### src/core/msm_pkg.sv
// shared constants for the mitigation status, injection and monitor block
package msm_pkg;

  // register bus geometry
  localparam int ADDR_W = 8;
  localparam int DATA_W = 32;

  // register byte offsets
  localparam logic [7:0] REG_CTRL    = 8'h00;
  localparam logic [7:0] REG_STATUS  = 8'h04;
  localparam logic [7:0] REG_INJ_LO  = 8'h08;
  localparam logic [7:0] REG_INJ_HI  = 8'h0C;
  localparam logic [7:0] REG_OUTCOME = 8'h10;

  // control register fields
  localparam int CTRL_CORR_EN  = 0;
  localparam int CTRL_CLASS_EN = 1;

  // outcome register fields
  localparam int OUT_UNCORR = 0;
  localparam int OUT_ESSENT = 1;
  localparam int OUT_FATAL  = 2;

  // status register fields
  localparam int STAT_STATE_LSB = 0;
  localparam int STAT_UNCORR    = 5;
  localparam int STAT_ESSENT    = 6;

  // reset values
  localparam logic [1:0] CTRL_RST    = 2'h3;
  localparam logic [2:0] OUTCOME_RST = 3'h0;

  // injection address widths
  localparam int INJ_W_WIDE   = 40;
  localparam int INJ_W_NARROW = 36;

  // heartbeat intervals in cycles
  localparam logic [9:0] HB_WIDE   = 10'h080;
  localparam logic [9:0] HB_NARROW = 10'h200;

  // phase counter reload values; a phase lasts one cycle more than its value
  localparam logic [7:0] INIT_CYC      = 8'h20;
  localparam logic [7:0] QUERY_CYC     = 8'h08;
  localparam logic [7:0] CORR_CYC      = 8'h10;
  localparam logic [7:0] CORR_PASS_CYC = 8'h02;
  localparam logic [7:0] CLASS_CYC     = 8'h10;
  localparam logic [7:0] CLASS_PASS_CYC = 8'h02;
  localparam logic [7:0] INJ_CYC       = 8'h0C;

  // monitor ascii characters and last report byte index
  localparam logic [7:0] CH_IDLE   = 8'h49;
  localparam logic [7:0] CH_OBS    = 8'h4F;
  localparam logic [7:0] CH_STAT   = 8'h53;
  localparam logic [7:0] CH_CORR   = 8'h43;
  localparam logic [7:0] CH_CLASS  = 8'h4C;
  localparam logic [7:0] CH_INJ    = 8'h4A;
  localparam logic [7:0] CH_IDLEST = 8'h44;
  localparam logic [7:0] CH_HALT   = 8'h48;
  localparam logic [7:0] CH_INIT   = 8'h4E;
  localparam logic [7:0] CH_ZERO   = 8'h30;
  localparam logic [7:0] CH_CR     = 8'h0D;
  localparam logic [1:0] REPORT_LAST = 2'h2;

  // controller phases
  typedef enum logic [2:0] {
    ST_INIT, ST_OBS, ST_QUERY, ST_CORR, ST_CLASS, ST_INJ, ST_IDLE, ST_HALT
  } msm_state_t;

endpackage

### src/core/msm_core.sv
// mitigation controller status outputs, injection port and ascii monitor channel
//
// The plain strobed port and the address map were left to the implementer.
`timescale 1ns/100ps

module msm_core #(
  parameter bit WIDE_FRAME  = 1'b1,
  parameter bit NARROW_PORT = 1'b0,
  parameter int INJ_W       = WIDE_FRAME ? msm_pkg::INJ_W_WIDE : msm_pkg::INJ_W_NARROW
) (
  // clock and reset
  input  wire logic                       clk,
  input  wire logic                       rst_n,
  // register port
  input  wire logic [msm_pkg::ADDR_W-1:0] reg_addr,
  input  wire logic [msm_pkg::DATA_W-1:0] reg_wdata,
  input  wire logic                       reg_wr,
  input  wire logic                       reg_rd,
  output logic      [msm_pkg::DATA_W-1:0] reg_rdata,
  // detection hardware
  input  wire logic                       detect_error,
  // status outputs
  output logic                            status_heartbeat,
  output logic                            status_initialization,
  output logic                            status_observation,
  output logic                            status_correction,
  output logic                            status_classification,
  output logic                            status_injection,
  output logic                            status_essential,
  output logic                            status_uncorrectable,
  // injection request
  input  wire logic                       inject_strobe,
  input  wire logic [INJ_W-1:0]           inject_address,
  // monitor channel
  output logic      [7:0]                 monitor_txdata,
  output logic                            monitor_txwrite,
  input  wire logic                       monitor_txfull,
  input  wire logic [7:0]                 monitor_rxdata,
  output logic                            monitor_rxread,
  input  wire logic                       monitor_rxempty
);

  // state and registers
  msm_pkg::msm_state_t state_r, state_nxt;
  logic [7:0]       cnt_r, cnt_nxt;
  logic [9:0]       hb_cnt_r;
  logic [1:0]       ctrl_r;
  logic [2:0]       outcome_r;
  logic [INJ_W-1:0] inj_addr_r;
  logic             unc_r, ess_r;
  logic             fatal_r;
  logic             tx_busy_r;
  logic [1:0]       tx_idx_r;

  // register decode
  wire        hit_ctrl    = reg_addr == msm_pkg::REG_CTRL;
  wire        hit_status  = reg_addr == msm_pkg::REG_STATUS;
  wire        hit_inj_lo  = reg_addr == msm_pkg::REG_INJ_LO;
  wire        hit_inj_hi  = reg_addr == msm_pkg::REG_INJ_HI;
  wire        hit_outcome = reg_addr == msm_pkg::REG_OUTCOME;
  wire        corr_en     = ctrl_r[msm_pkg::CTRL_CORR_EN];
  wire        class_en    = ctrl_r[msm_pkg::CTRL_CLASS_EN];
  wire [9:0]  hb_limit    = NARROW_PORT ? msm_pkg::HB_NARROW : msm_pkg::HB_WIDE;
  wire        cnt_done    = cnt_r == 8'h00;
  wire        cnt_last    = cnt_r == 8'h01;

  // monitor receive decode; rxread already high means the empty flag may lag
  wire        rx_take     = !monitor_rxempty && !monitor_rxread && !tx_busy_r;
  wire        cmd_idle    = rx_take && monitor_rxdata == msm_pkg::CH_IDLE;
  wire        cmd_obs     = rx_take && monitor_rxdata == msm_pkg::CH_OBS;
  wire        cmd_stat    = rx_take && monitor_rxdata == msm_pkg::CH_STAT;
  wire        inj_take    = inject_strobe && state_r == msm_pkg::ST_IDLE;

  // phase sequencer
  always_comb begin
    state_nxt = state_r;
    cnt_nxt   = cnt_done ? 8'h00 : cnt_r - 8'h01;
    unique case (state_r)
      msm_pkg::ST_INIT: begin
        if (cnt_done) begin
          state_nxt = msm_pkg::ST_OBS;
        end
      end
      msm_pkg::ST_OBS: begin
        if (detect_error) begin
          state_nxt = msm_pkg::ST_QUERY;
          cnt_nxt   = msm_pkg::QUERY_CYC;
        end else if (cmd_idle) begin
          state_nxt = msm_pkg::ST_IDLE;
        end
      end
      msm_pkg::ST_QUERY: begin
        if (cnt_done) begin
          state_nxt = msm_pkg::ST_CORR;
          cnt_nxt   = corr_en ? msm_pkg::CORR_CYC : msm_pkg::CORR_PASS_CYC;
        end
      end
      msm_pkg::ST_CORR: begin
        if (cnt_done) begin
          state_nxt = msm_pkg::ST_CLASS;
          cnt_nxt   = class_en ? msm_pkg::CLASS_CYC : msm_pkg::CLASS_PASS_CYC;
        end
      end
      msm_pkg::ST_CLASS: begin
        if (cnt_done) begin
          state_nxt = fatal_r ? msm_pkg::ST_HALT : msm_pkg::ST_OBS;
        end
      end
      msm_pkg::ST_INJ: begin
        if (cnt_done) begin
          state_nxt = msm_pkg::ST_IDLE;
        end
      end
      msm_pkg::ST_IDLE: begin
        if (inj_take) begin
          state_nxt = msm_pkg::ST_INJ;
          cnt_nxt   = msm_pkg::INJ_CYC;
        end else if (cmd_obs) begin
          state_nxt = msm_pkg::ST_OBS;
        end
      end
      msm_pkg::ST_HALT: begin
        state_nxt = msm_pkg::ST_HALT;
      end
    endcase
  end

  // state outputs decoded from the next phase so they change with the phase itself
  wire nx_init  = state_nxt == msm_pkg::ST_INIT;
  wire nx_obs   = state_nxt == msm_pkg::ST_OBS || state_nxt == msm_pkg::ST_QUERY;
  wire nx_corr  = state_nxt == msm_pkg::ST_CORR;
  wire nx_class = state_nxt == msm_pkg::ST_CLASS;
  wire nx_inj   = state_nxt == msm_pkg::ST_INJ;
  wire nx_halt  = state_nxt == msm_pkg::ST_HALT;

  // flag updates one cycle before the phase is left
  wire unc_upd = state_r == msm_pkg::ST_CORR && cnt_last;
  wire ess_upd = state_r == msm_pkg::ST_CLASS && cnt_last;
  wire unc_val = corr_en ? outcome_r[msm_pkg::OUT_UNCORR] : 1'b1;
  wire ess_val = class_en ? outcome_r[msm_pkg::OUT_ESSENT] : 1'b1;

  // heartbeat counter runs only while observing
  wire hb_fire = nx_obs && hb_cnt_r == hb_limit - 10'h001;

  // phase, counter and outputs; async reset takes constants, init phase is the sync start
  always_ff @(posedge clk or negedge rst_n) begin
    if (!rst_n) begin
      state_r <= msm_pkg::ST_INIT;
      cnt_r   <= msm_pkg::INIT_CYC;
    end else begin
      state_r <= state_nxt;
      cnt_r   <= cnt_nxt;
    end
  end

  always_ff @(posedge clk or negedge rst_n) begin
    if (!rst_n) begin
      status_initialization <= 1'b1;
      status_observation    <= 1'b0;
      status_correction     <= 1'b0;
      status_classification <= 1'b0;
      status_injection      <= 1'b0;
    end else begin
      status_initialization <= nx_init || nx_halt;
      status_observation    <= nx_obs || nx_halt;
      status_correction     <= nx_corr || nx_halt;
      status_classification <= nx_class || nx_halt;
      status_injection      <= nx_inj || nx_halt;
    end
  end

  always_ff @(posedge clk or negedge rst_n) begin
    if (!rst_n) begin
      hb_cnt_r         <= 10'h000;
      status_heartbeat <= 1'b0;
    end else begin
      hb_cnt_r         <= (!nx_obs || hb_fire) ? 10'h000 : hb_cnt_r + 10'h001;
      status_heartbeat <= hb_fire;
    end
  end

  always_ff @(posedge clk or negedge rst_n) begin
    if (!rst_n) begin
      unc_r                <= 1'b0;
      ess_r                <= 1'b0;
      fatal_r              <= 1'b0;
      status_uncorrectable <= 1'b0;
      status_essential     <= 1'b0;
    end else begin
      if (unc_upd) begin
        unc_r                <= unc_val;
        status_uncorrectable <= unc_val;
        fatal_r              <= unc_val && outcome_r[msm_pkg::OUT_FATAL];
      end
      if (ess_upd) begin
        ess_r            <= ess_val;
        status_essential <= ess_val;
      end
    end
  end

  // injection address capture, same cycle as the accepted strobe
  always_ff @(posedge clk or negedge rst_n) begin
    if (!rst_n) begin
      inj_addr_r <= '0;
    end else if (inj_take) begin
      inj_addr_r <= inject_address;
    end
  end

  // register writes
  always_ff @(posedge clk or negedge rst_n) begin
    if (!rst_n) begin
      ctrl_r    <= msm_pkg::CTRL_RST;
      outcome_r <= msm_pkg::OUTCOME_RST;
    end else if (reg_wr) begin
      if (hit_ctrl) begin
        ctrl_r <= reg_wdata[1:0];
      end
      if (hit_outcome) begin
        outcome_r <= reg_wdata[2:0];
      end
    end
  end

  // register read mux; unmapped offsets read zero
  wire [4:0]               state_bits = {status_injection, status_classification,
                                         status_correction, status_observation,
                                         status_initialization};
  wire [63:0]              inj_wide   = 64'(inj_addr_r);
  wire [msm_pkg::DATA_W-1:0] rd_ctrl  = {30'h0, ctrl_r};
  wire [msm_pkg::DATA_W-1:0] rd_stat  = {25'h0, ess_r, unc_r, state_bits};
  wire [msm_pkg::DATA_W-1:0] rd_out   = {29'h0, outcome_r};
  wire [msm_pkg::DATA_W-1:0] rd_mux   = hit_ctrl    ? rd_ctrl :
                                        hit_status  ? rd_stat :
                                        hit_inj_lo  ? inj_wide[31:0] :
                                        hit_inj_hi  ? inj_wide[63:32] :
                                        hit_outcome ? rd_out : 32'h0000_0000;

  always_ff @(posedge clk or negedge rst_n) begin
    if (!rst_n) begin
      reg_rdata <= 32'h0000_0000;
    end else begin
      reg_rdata <= reg_rd ? rd_mux : 32'h0000_0000;
    end
  end

  // status report: state letter, flag digit, carriage return
  logic [7:0] state_ch;
  always_comb begin
    state_ch = msm_pkg::CH_INIT;
    unique case (state_r)
      msm_pkg::ST_INIT:  state_ch = msm_pkg::CH_INIT;
      msm_pkg::ST_OBS:   state_ch = msm_pkg::CH_OBS;
      msm_pkg::ST_QUERY: state_ch = msm_pkg::CH_OBS;
      msm_pkg::ST_CORR:  state_ch = msm_pkg::CH_CORR;
      msm_pkg::ST_CLASS: state_ch = msm_pkg::CH_CLASS;
      msm_pkg::ST_INJ:   state_ch = msm_pkg::CH_INJ;
      msm_pkg::ST_IDLE:  state_ch = msm_pkg::CH_IDLEST;
      msm_pkg::ST_HALT:  state_ch = msm_pkg::CH_HALT;
    endcase
  end

  wire [7:0] flag_ch  = msm_pkg::CH_ZERO + {6'h00, ess_r, unc_r};
  wire [7:0] tx_byte  = tx_idx_r == 2'h0 ? state_ch :
                        tx_idx_r == 2'h1 ? flag_ch : msm_pkg::CH_CR;
  // full is sampled one cycle ahead of the strobe; the peripheral needs one slot of slack
  wire       tx_go    = tx_busy_r && !monitor_txfull;
  wire       tx_end   = tx_go && tx_idx_r == msm_pkg::REPORT_LAST;

  always_ff @(posedge clk or negedge rst_n) begin
    if (!rst_n) begin
      tx_busy_r       <= 1'b0;
      tx_idx_r        <= 2'h0;
      monitor_txwrite <= 1'b0;
      monitor_txdata  <= 8'h00;
    end else begin
      tx_busy_r       <= cmd_stat || (tx_busy_r && !tx_end);
      tx_idx_r        <= cmd_stat ? 2'h0 : (tx_go ? tx_idx_r + 2'h1 : tx_idx_r);
      monitor_txwrite <= tx_go;
      monitor_txdata  <= tx_go ? tx_byte : monitor_txdata;
    end
  end

  always_ff @(posedge clk or negedge rst_n) begin
    if (!rst_n) begin
      monitor_rxread <= 1'b0;
    end else begin
      monitor_rxread <= rx_take;
    end
  end

endmodule // msm_core

### config.mk
export PLATFORM = sky130hd
export DESIGN_NAME = msm_core
export DESIGN_NICKNAME = d
export VERILOG_FILES = /design/src/core/msm_pkg.sv /design/src/core/msm_core.sv
export SDC_FILE = /design/constraint.sdc
export NUM_CORES = 1
export LEC_CHECK = 0
export BUFFER_PORTS_ARGS = -buffer_cell sky130_fd_sc_hd__buf_4
export CAP_MARGIN = 30
export CORE_MARGIN = 8
export CORE_UTILIZATION = 54
export CTS_BUF_LIST = sky130_fd_sc_hd__clkbuf_2 sky130_fd_sc_hd__clkbuf_4 sky130_fd_sc_hd__clkbuf_8
export DETAILED_ROUTE_END_ITERATION = 8
export PLACE_DENSITY = 0.78
export SLEW_MARGIN = 25
export SYNTH_ARGS = -nofsm -noshare
export SYNTH_HDL_FRONTEND = slang
export SYNTH_SLANG_ARGS = --single-unit
### constraint.sdc
create_clock -name clk -period 2.35 [get_ports clk]
set_input_delay 0.705 -clock clk [delete_from_list [all_inputs] [get_ports clk]]
set_output_delay 0.705 -clock clk [all_outputs]
set_load 0.02 [all_outputs]
Yosys cells after proc, flatten, opt, wreduce, memory -nomap -nowiden
Memory sizes are Yosys's and may differ from the RTL's.
Index checks and enable logic that the tools add are counted.
- register bits after elaboration: 120
- ROM bits: 32
- input port bits: 96
- output and inout port bits: 50
- logic and storage cells: 117
- memories: 1
- memory list (name ; depth ; width ; rd ports ; clocked after memory_dff ; wr ports ; line ; source):
    (no name shown) ; 8 ; 4 ; 1 ; 0 ; 0 ; msm_core.sv:252 ; unique case (state_r)
- add/subtract/negate cells: 4
- eq/ne operators: 24
- mux-type cells: 32
- reductions and logical operators: 35
- operators by type and width (operator ; number):
    $mux W32 ; 4
    $mux W8 ; 7
    $mux W3 ; 11
    $pmux W8 S4 ; 1
    $eq A8 B7 Y1 const B ; 3
    $pmux W3 S8 ; 1
    $eq A3 B3 Y1 const B ; 7
    $eq A8 B4 Y1 const B ; 2
    $logic_not A8 Y1 ; 2
    $logic_and A1 B1 Y1 ; 13
    $eq A3 B2 Y1 const B ; 4
    $add A10 B1 Y10 const B ; 1
    $eq A10 B7 Y1 const B ; 1
    $mux W10 ; 1
    $mux W5 ; 2
    $eq A8 B1 Y1 const B ; 1
    $eq A8 B3 Y1 const B ; 1
    $eq A8 B5 Y1 const B ; 1
    $logic_or A1 B1 Y1 ; 8
    $sub A8 B1 Y8 const B ; 1
    $add A6 B2 Y7 const A ; 1
    $mux W7 ; 1
    $eq A3 B1 Y1 const B ; 2
    $logic_not A1 Y1 ; 6
    other kinds (9) ; 13

Depth between registers and ports, before layout
Gate-level depths: netlist of run 1.
- word-level depth: 12
- gate-level depth with buffers: 10
- depth with buffers taken out: 8

Least setup slack after synthesis of run 1
OpenSTA, ideal clock, no wires.
- path type: input to register
- start point: input monitor_rxempty
- end point: register status_heartbeat
- library setup time: 0.125 ns
- data arrival time: 2.061 ns
- required time: 2.225 ns
- path slack: 0.164 ns
- stages: 7
- path buffers: 1
- path through: or3_1 nor3_2 o32ai_2 nor2_2 xor2_2 buf_6 nor3_1
- cells in the longest elaborated chain, start to end: 10
- elaborated cells between the ends (all ways): 14
- classes of those cells: eq/ne: 2; mux: 5; reduce/logical: 7
- RTL lines (item ; line ; source):
    start: declaration ; msm_core.sv:40 ; input wire logic monitor_rxempty
    $logic_not A1 Y1 (*) ; msm_core.sv:68 ; wire rx_take = !monitor_rxempty && !monitor_rxread && !tx_busy_r;
    $logic_and A1 B1 Y1 (*) (2 in a row) ; msm_core.sv:68 ;
    $logic_and A1 B1 Y1, on equally long branches ; msm_core.sv:70, msm_core.sv:69 ;
    $mux W3, on equally long branches ; msm_core.sv:118, msm_core.sv:88 ;
    $mux W3, on equally long branches ; msm_core.sv:115, msm_core.sv:85 ;
    $pmux W3 S8 (*) ; msm_core.sv:78 ; unique case (state_r)
    $eq A3 B1 Y1 or $eq A3 B2 Y1 (tied branches) ; msm_core.sv:130 ; wire nx_obs = state_nxt == msm_pkg::ST_OBS || state_nxt == msm_pkg::ST_QUERY;
    $logic_or A1 B1 Y1 (*) ; msm_core.sv:130 ;
    $logic_and A1 B1 Y1 (*) ; msm_core.sv:143 ; wire hb_fire = nx_obs && hb_cnt_r == hb_limit - 10'h001;
    named net hb_fire ; msm_core.sv:143 ;
    end signal: assignment ; msm_core.sv:178 ; status_heartbeat <= hb_fire;
    end: declaration ; msm_core.sv:23 ; output logic status_heartbeat,
Mark *: on every way through the listed nets, which the timed path passes. The rest lies on a longest branch.
A chain may end at the register's enable or synchronous reset.

Worst setup path in the final report of run 1
- start point: register cnt_r[0]
- end point: register hb_cnt_r[0]
- cells in the longest elaborated chain, start to end: 8
- elaborated cells between the ends (all ways): 14
- classes of those cells: eq/ne: 2; mux: 7; reduce/logical: 5
- RTL lines (item ; line ; source):
    start: declaration ; msm_core.sv:45 ; logic [7:0] cnt_r, cnt_nxt;
    start signal: assignment ; msm_core.sv:149 ; cnt_r <= msm_pkg::INIT_CYC;
    start signal: assignment ; msm_core.sv:152 ; cnt_r <= cnt_nxt;
    $logic_not A8 Y1 (*) ; msm_core.sv:64 ; wire cnt_done = cnt_r == 8'h00;
    $mux W3, on equally long branches ; -- ;
    $pmux W3 S8 (*) ; msm_core.sv:78 ;
    $eq A3 B1 Y1 or $eq A3 B2 Y1 (tied branches) ; msm_core.sv:130 ;
    $logic_or A1 B1 Y1 (*) ; msm_core.sv:130 ;
    $logic_not A1 Y1 or $logic_and A1 B1 Y1 (tied branches) ; msm_core.sv:177, msm_core.sv:143 ;
    $logic_or A1 B1 Y1 (*) ; msm_core.sv:177 ; hb_cnt_r <= (!nx_obs || hb_fire) ? 10'h000 : hb_cnt_r + 10'h001;
    $mux W10 (*) ; msm_core.sv:177 ;
    end signal: assignment ; msm_core.sv:177 ;
    end: declaration ; msm_core.sv:46 ; logic [9:0] hb_cnt_r;
Every way passes the cells marked *; elsewhere a longest branch is shown, timed or not.

==> key figures, run 1 <==
Run status
  • Outcome: complete, no violations

Place
  • Port Buffers: 115
  • Post-DP HPWL: 8455 um
  • Place WS: -0.1173 ns
  • GP Congestion: 0.8204

Synth
  • Count leader, synth: dfrtp_1
  • Syn Nets: 531
  • Synth cell types: 59
  • Most used DFF post-synth: dfrtp_1
  • Avg Cell Area, Syn: 11.99 um2
  • Synth top area cells: dfrtp_1 (56%), mux2_2 (12%), and2_1 (3.2%), nor2_1 (2.6%), xnor2_1 (2.2%)
  • Ys async rst share: 1.000
  • Post-synthesis sequential area ratio: 0.5763
  • Register bit total from synthesis: 118
  • Syn Std Cell Area: 5132 um2
  • Synth area leader: dfrtp_1
  • Synthesis Warnings: 0
  • Commonest cells in the netlist: dfrtp_1 (114), mux2_2 (53), nor2_1 (35), and2_1 (26), nand2_1 (18)
  • Post-synth top area share: 0.5558
  • Synth Instances: 428
  • EDFF count, synth: 0

Timing
  • Worst Hold Slack: 0.2874 ns
  • Period utilization: 0.9385
  • Final WS setup: 0.1445 ns
  • Final Max Tran Viols: 0
  • Worst Max-Slew Pin Slew: 0.5795 ns
  • Final Hold Vio Count: 0
  • # setup viols final: 0
  • Slew HR: 0.6137
  • Max Fclk: 453.4 MHz
  • Final worst clock skew: 0.01145 ns
  • Tmin final: 2.206 ns

Critical path
  • Bufs and invs on worst path: 2
  • Slowest stage delay, CP: 0.42 ns
  • Slowest CP cell: dfrtp_1
  • WS Path Type: reg -> reg
  • CP Cell Sequence: inv_1 -> ha_1 -> nor3b_4 -> and2_0 -> o221a_2 -> nor2_4 -> xor2_2 -> buf_4 -> nor4b_1
  • FF-to-FF Start: cnt_r[0]
  • CP startpoint: cnt_r[0]
  • Crit-path max FO: 12
  • Cell family with most CP delay: simple AND/OR/NAND/NOR gates
  • CP arrival: 2.52 ns
  • R2R depth: 9
  • CP Launch Type: flip-flop
  • Critical path endpoint category: flip-flop
  • Critical Path RT: 2.67 ns
  • CP Depth: 9

Clock tree
  • Postcts setup bufs: 0
  • CTS tree: yes
  • Clock slew at reported path FFs: 0.07 ns
  • Clock Path Buffers: 2
  • Cts bufs inserted: 17
  • Clock Latency Late Sink: 0.42 ns
  • CTS Root Cell: clkbuf_8
  • Htree depth: 4
  • CTS sink cnt: 118

Floorplan
  • DIE AREA: 12880 um2
  • FP Rows: 35
  • Initial Util: 0.5555
  • Die H: 113.5 um
  • DIE WIDTH: 113.5 um
  • Core area: 9240 um2
  • I/O Pins: 146

Drt
  • Total number of vias: 3698
  • Initial DRC Count: 140
  • Drt wl/cell: 16.29 um
  • Detailed Route WL: 11560 um
  • DRC viols: 0
  • Drt pass-1 iters: 4
  • Final ANT Viol Nets: 0
  • Via density: 5.208

Power
  • Worst vdd ir: 0.4984 mV
  • PwrDens: 1056 nW/um2
  • Leakage: 3.273 nW

Global route
  • Vias in the first global route: 3932
  • GRT Overall Usage: 0.1876
  • Pin count of the biggest net entering global routing: 44
  • Initial antenna violation count: 0
  • Total grt overflow: 0
  • First-pass GRT wire length: 19040 um

Flow run
  • Max Cap Viol: 0

Layout
  • Share of cells above drive strength 1: 0.4131
  • Area growth syn-to-layout: 30.69%
  • Final core utilization: 0.7259
  • Fin nets: 671
  • Antenna Cells: 0

Hold path
  • Worst Hold Class: in -> async
==> sequential cells by signal, summed over array words and instances (netlist names), 2 cells and up <==
name and cells:
tx_idx_r 2, outcome_r 3, inj_addr_r 40, monitor_txdata 6, hb_cnt_r 10, cnt_r 8, state_r 3, reg_rdata 32
ctrl_r 2
==> layer usage <==
layer | GRT usage | vias to the layer above | wire (um)
li1 | - | 1765 | -
met1 | 0.2181 | 1817 | 4802
met2 | 0.3203 | 97 | 5937
met3 | 0.04543 | 19 | 554
met4 | 0.08792 | 0 | 269
met5 | 0 | - | 0
==> kinds of logic (layout without fill, tap and decap cells) <==
group           after synthesis  count (layout)  synth area share
simple gates                144             144            0.1533
flops                       118             118            0.5763
mux                          56              56            0.1221
compound gates               52              52           0.07143
buf+inv                      33             186           0.02852
xor+xnor                     17              17           0.03047
fa+ha+maj                     7               7           0.01706
other cells                   1               1         0.0007306
==> report_power, final <==
part | switching [mW] | leakage (nW) | internal (mW)
clock network | 0.836 | 0.197 | 0.962
logic | 1.15 | 1.54 | 1.16
registers | 0.364 | 1.53 | 2.61
==> timing repair <==
item / CTS / global route
hold buffers: 0 / 0
gates resized for setup: 0 / 3
setup endpoints to repair: 0 / 13
==> layout by cell type, fill, tap and decap left out, drive strengths merged, types with 7 or more instances in the layout <==
cell type | Yosys | routed
clkbuf | 9 | 18
inv | 16 | 19
mux2 | 53 | 53
and2 | 27 | 27
ha | 7 | 7
a21oi | 7 | 7
nand3 | 17 | 17
nor2 | 36 | 36
xnor2 | 13 | 13
clkinv | 0 | 7
o21ai | 15 | 15
buf | 8 | 138
dfrtp | 114 | 114
nand2 | 18 | 18
nor3 | 14 | 14
==> area by class of cell <==
type / instances / area [um2]
tap: 129 / 161.4
inverter: 16 / 60.06
clock inverter: 14 / 151.4
sequential: 118 / 2958
fill: 637 / 2532
multi-input combinational: 277 / 2049
clock buffer: 18 / 241.5
timing repair buffer: 138 / 1086
==> worst paths after layout <==
path,end,slack [ns]
setup / recovery,hb_cnt_r[0],0.14
min in group clk,reg_rdata[11],0.47
setup reg to reg,hb_cnt_r[0],0.14
max in group asynchronous,reg_rdata[1],1.42
hold / removal,monitor_txdata[6],0.29
hold reg to reg,reg_rdata[11],0.47
==> metrics by stage <==
stage / setup TNS [ns] / total power, mW / std cells / instance area, um2
4_1_cts: 0 / 7.112 / 710 / 6691
3_5_place_dp: -0.4246 / 5.276 / 678 / 6299
5_1_grt: -0.009445 / 7.514 / 710 / 6708
2_1_floorplan: 0 / 4.501 / 428 / 5132
6_report: 0 / 7.084 / 710 / 6708
3_3_place_gp: -0.06331 / 5.138 / 678 / 6299
Power figures use the tool's default switching activity.
==> inputs of run 2 (changes only) <==
CAP_MARGIN = unset   (was 30)
CORE_UTILIZATION = 36   (was 54)
PLACE_DENSITY = 0.55   (was 0.78)
==> run 2 against run 1 <==
Effect of this change:
- wire length grew 6.0%
- largest cell class unchanged
- setup slack gained 0.016 ns
- total power shrank 0.70%
- critical endpoint is now hb_cnt_r[7]
- largest power group unchanged
- sequential cell count is the same
- die area grew 42%
- final cell count grew 7.9%
- critical path type unchanged
- clock-buffer cell count grew 5
- core utilization shrank 24 points
==> key figures, run 2 (same netlist as run 1, synthesis figures left out) <==
Critical path
  • Critical Path RT: 2.67 ns (about the same)
  • Crit-path max FO: 11 (-1)
  • CP Launch Type: flip-flop
  • WS Path Type: reg -> reg
  • Critical path endpoint category: flip-flop
  • CP arrival: 2.51 ns (about the same)

Global route
  • Total grt overflow: 0 (unchanged)
  • Vias in the first global route: 3943 (+0.28%)
  • Pin count of the biggest net entering global routing: 59 (+34%)
  • Top Usage Layer GRT: met2
  • GRT Overall Usage: 0.1400 (-0.04763)
  • First-pass GRT wire length: 20020 um (+5.1%)
  • Initial antenna violation count: 0 (unchanged)
  • Met3 Use GR: 0.03895 (-0.006484)
  • Met1 Use GR: 0.1658 (-0.05228)
  • Met2 usage: 0.2333 (-0.08703)

Timing
  • Max Fclk: 456.6 MHz (+0.71%)
  • Worst Hold Slack: 0.2415 ns (-0.04590 ns)
  • Tmin final: 2.190 ns (-0.01562 ns)
  • # setup viols final: 0 (unchanged)
  • Worst Max-Slew Pin Slew: 0.5279 ns (-0.05165 ns)
  • Final worst clock skew: 0.007483 ns (-0.003965 ns)
  • Final Max Tran Viols: 0 (unchanged)
  • Final Hold Vio Count: 0 (unchanged)
  • Period utilization: 0.9319 (-0.006646)
  • Post-route setup TNS: 0 ns (unchanged)
  • Slew HR: 0.6481 (+0.03443)
  • RSZ-0062 raised after global routing: no
  • Final WS setup: 0.1601 ns (+0.01562 ns)

Place
  • Port Buffers: 115 (unchanged)
  • Cell Area, Placed: 6400 um2 (+1.6%)
  • Post-Place Cells: 734 (+8.3%)
  • Place WS: -0.1104 ns (+0.006911 ns)
  • Post-DP HPWL: 9129 um (+8.0%)
  • GP Congestion: 0.7778 (-5.2%)

Hold path
  • Worst Hold Class: in -> async

Floorplan
  • I/O Pins: 146 (unchanged)
  • DIE WIDTH: 135.4 um (+19%)
  • Core area: 13880 um2 (+50%)
  • Die H: 135.4 um (+19%)
  • DIE AREA: 18330 um2 (+42%)
  • Initial Util: 0.3697 (-0.1857)
  • FP Rows: 43 (+23%)

Clock tree
  • Clock Path Buffers: 2 (unchanged)
  • CTS Root Cell: clkbuf_8
  • Cts bufs inserted: 17 (unchanged)
  • Htree depth: 4 (unchanged)
  • CTS sink cnt: 118 (unchanged)
  • Clock slew at reported path FFs: 0.07 ns (about the same)
  • CTS tree: yes
  • Postcts setup bufs: 0 (unchanged)
  • Hold_buf cts: 0 (unchanged)
  • CTS resizes: 0 (unchanged)
  • Clock Latency Late Sink: 0.43 ns (about the same)

Layout
  • Most common cell after layout, fill and taps aside: buf_4
  • Most frequent cells in the layout: buf_4 (139), dfrtp_1 (114), mux2_2 (53)
  • Fin area: 6770 um2 (+0.93%)
  • Regs by FF count: inj_addr_r (40), reg_rdata (32), hb_cnt_r (10)
  • Reg with most FFs: inj_addr_r
  • Fin nets: 676 (+0.75%)
  • Final core utilization: 0.4877 (-0.2382)
  • Share of cells above drive strength 1: 0.4181 (+0.005008)
  • Post-Layout Cell Count: 766 (+7.9%)
  • Max reg flops: 40 (unchanged)
  • Antenna Cells: 0 (unchanged)
  • Area growth syn-to-layout: 31.91%

Run status
  • Outcome: complete, no violations

Flow run
  • Max Cap Viol: 0 (unchanged)

Drt
  • Final ANT Viol Nets: 0 (unchanged)
  • Drt pass-1 iters: 7 (+3)
  • Detailed Route WL: 12260 um (+6.0%)
  • Via density: 4.794 (-8.0%)
  • Total number of vias: 3672 (-0.70%)
  • Drt wl/cell: 16.01 um (-1.7%)
  • DRC viols: 0 (unchanged)
  • Initial DRC Count: 196 (+40%)

Power
  • Total power: 7.034 mW (-0.70%)
  • Leakage: 3.290 nW (+0.52%)
  • Worst vdd ir: 0.4107 mV (-18%)
  • PwrDens: 1039 nW/um2 (-1.6%)
-- run 2: final timing paths --
path,from,endpoint,slack (ns),cells past startpoint
max,cnt_r[1],hb_cnt_r[7],0.16,11
min,rst_n,cnt_r[3],0.24,1
max reg2reg,cnt_r[1],hb_cnt_r[7],0.16,11
min reg2reg,inj_addr_r[10],reg_rdata[10],0.47,1
max in group asynchronous,rst_n,ctrl_r[1],1.45,2
min in group clk,inj_addr_r[10],reg_rdata[10],0.47,1
-- run 2: worst max-delay path, cell delays in order (launching register included) --
cell     delay [ns]
dfrtp_1        0.39
inv_1          0.10
ha_1           0.17
nor3b_1        0.23
buf_4          0.16
a31oi_1        0.08
o221a_2        0.28
nor2_2         0.17
xor2_2         0.14
buf_4          0.19
buf_4          0.13
nor2_1         0.04
-- run 2: report_power, final --
group | switching (mW) | leakage [nW] | internal (mW)
Combinational | 1.14 | 1.57 | 1.20
Clock | 0.806 | 0.191 | 0.913
Sequential | 0.366 | 1.53 | 2.61
Total | 2.31 | 3.29 | 4.73
-- run 2: per-layer routing --
metal	wire [um]	vias to the layer above	part of all wire
met1	5291	1809	0.43
met3	644	15	0.053
met5	0	-	0
met4	174	0	0.014
met2	6150	83	0.50
li1	-	1765	-
-- run 2: layout make-up --
type,instances,area [um2]
fillers,1312,7111
repair buffers,143,1124
clock inverters,9,78.83
well taps,180,225.2
inverters,16,60.06
flip-flops and latches,118,2958
clock buffers,23,285.3
multi-input cells,277,2039
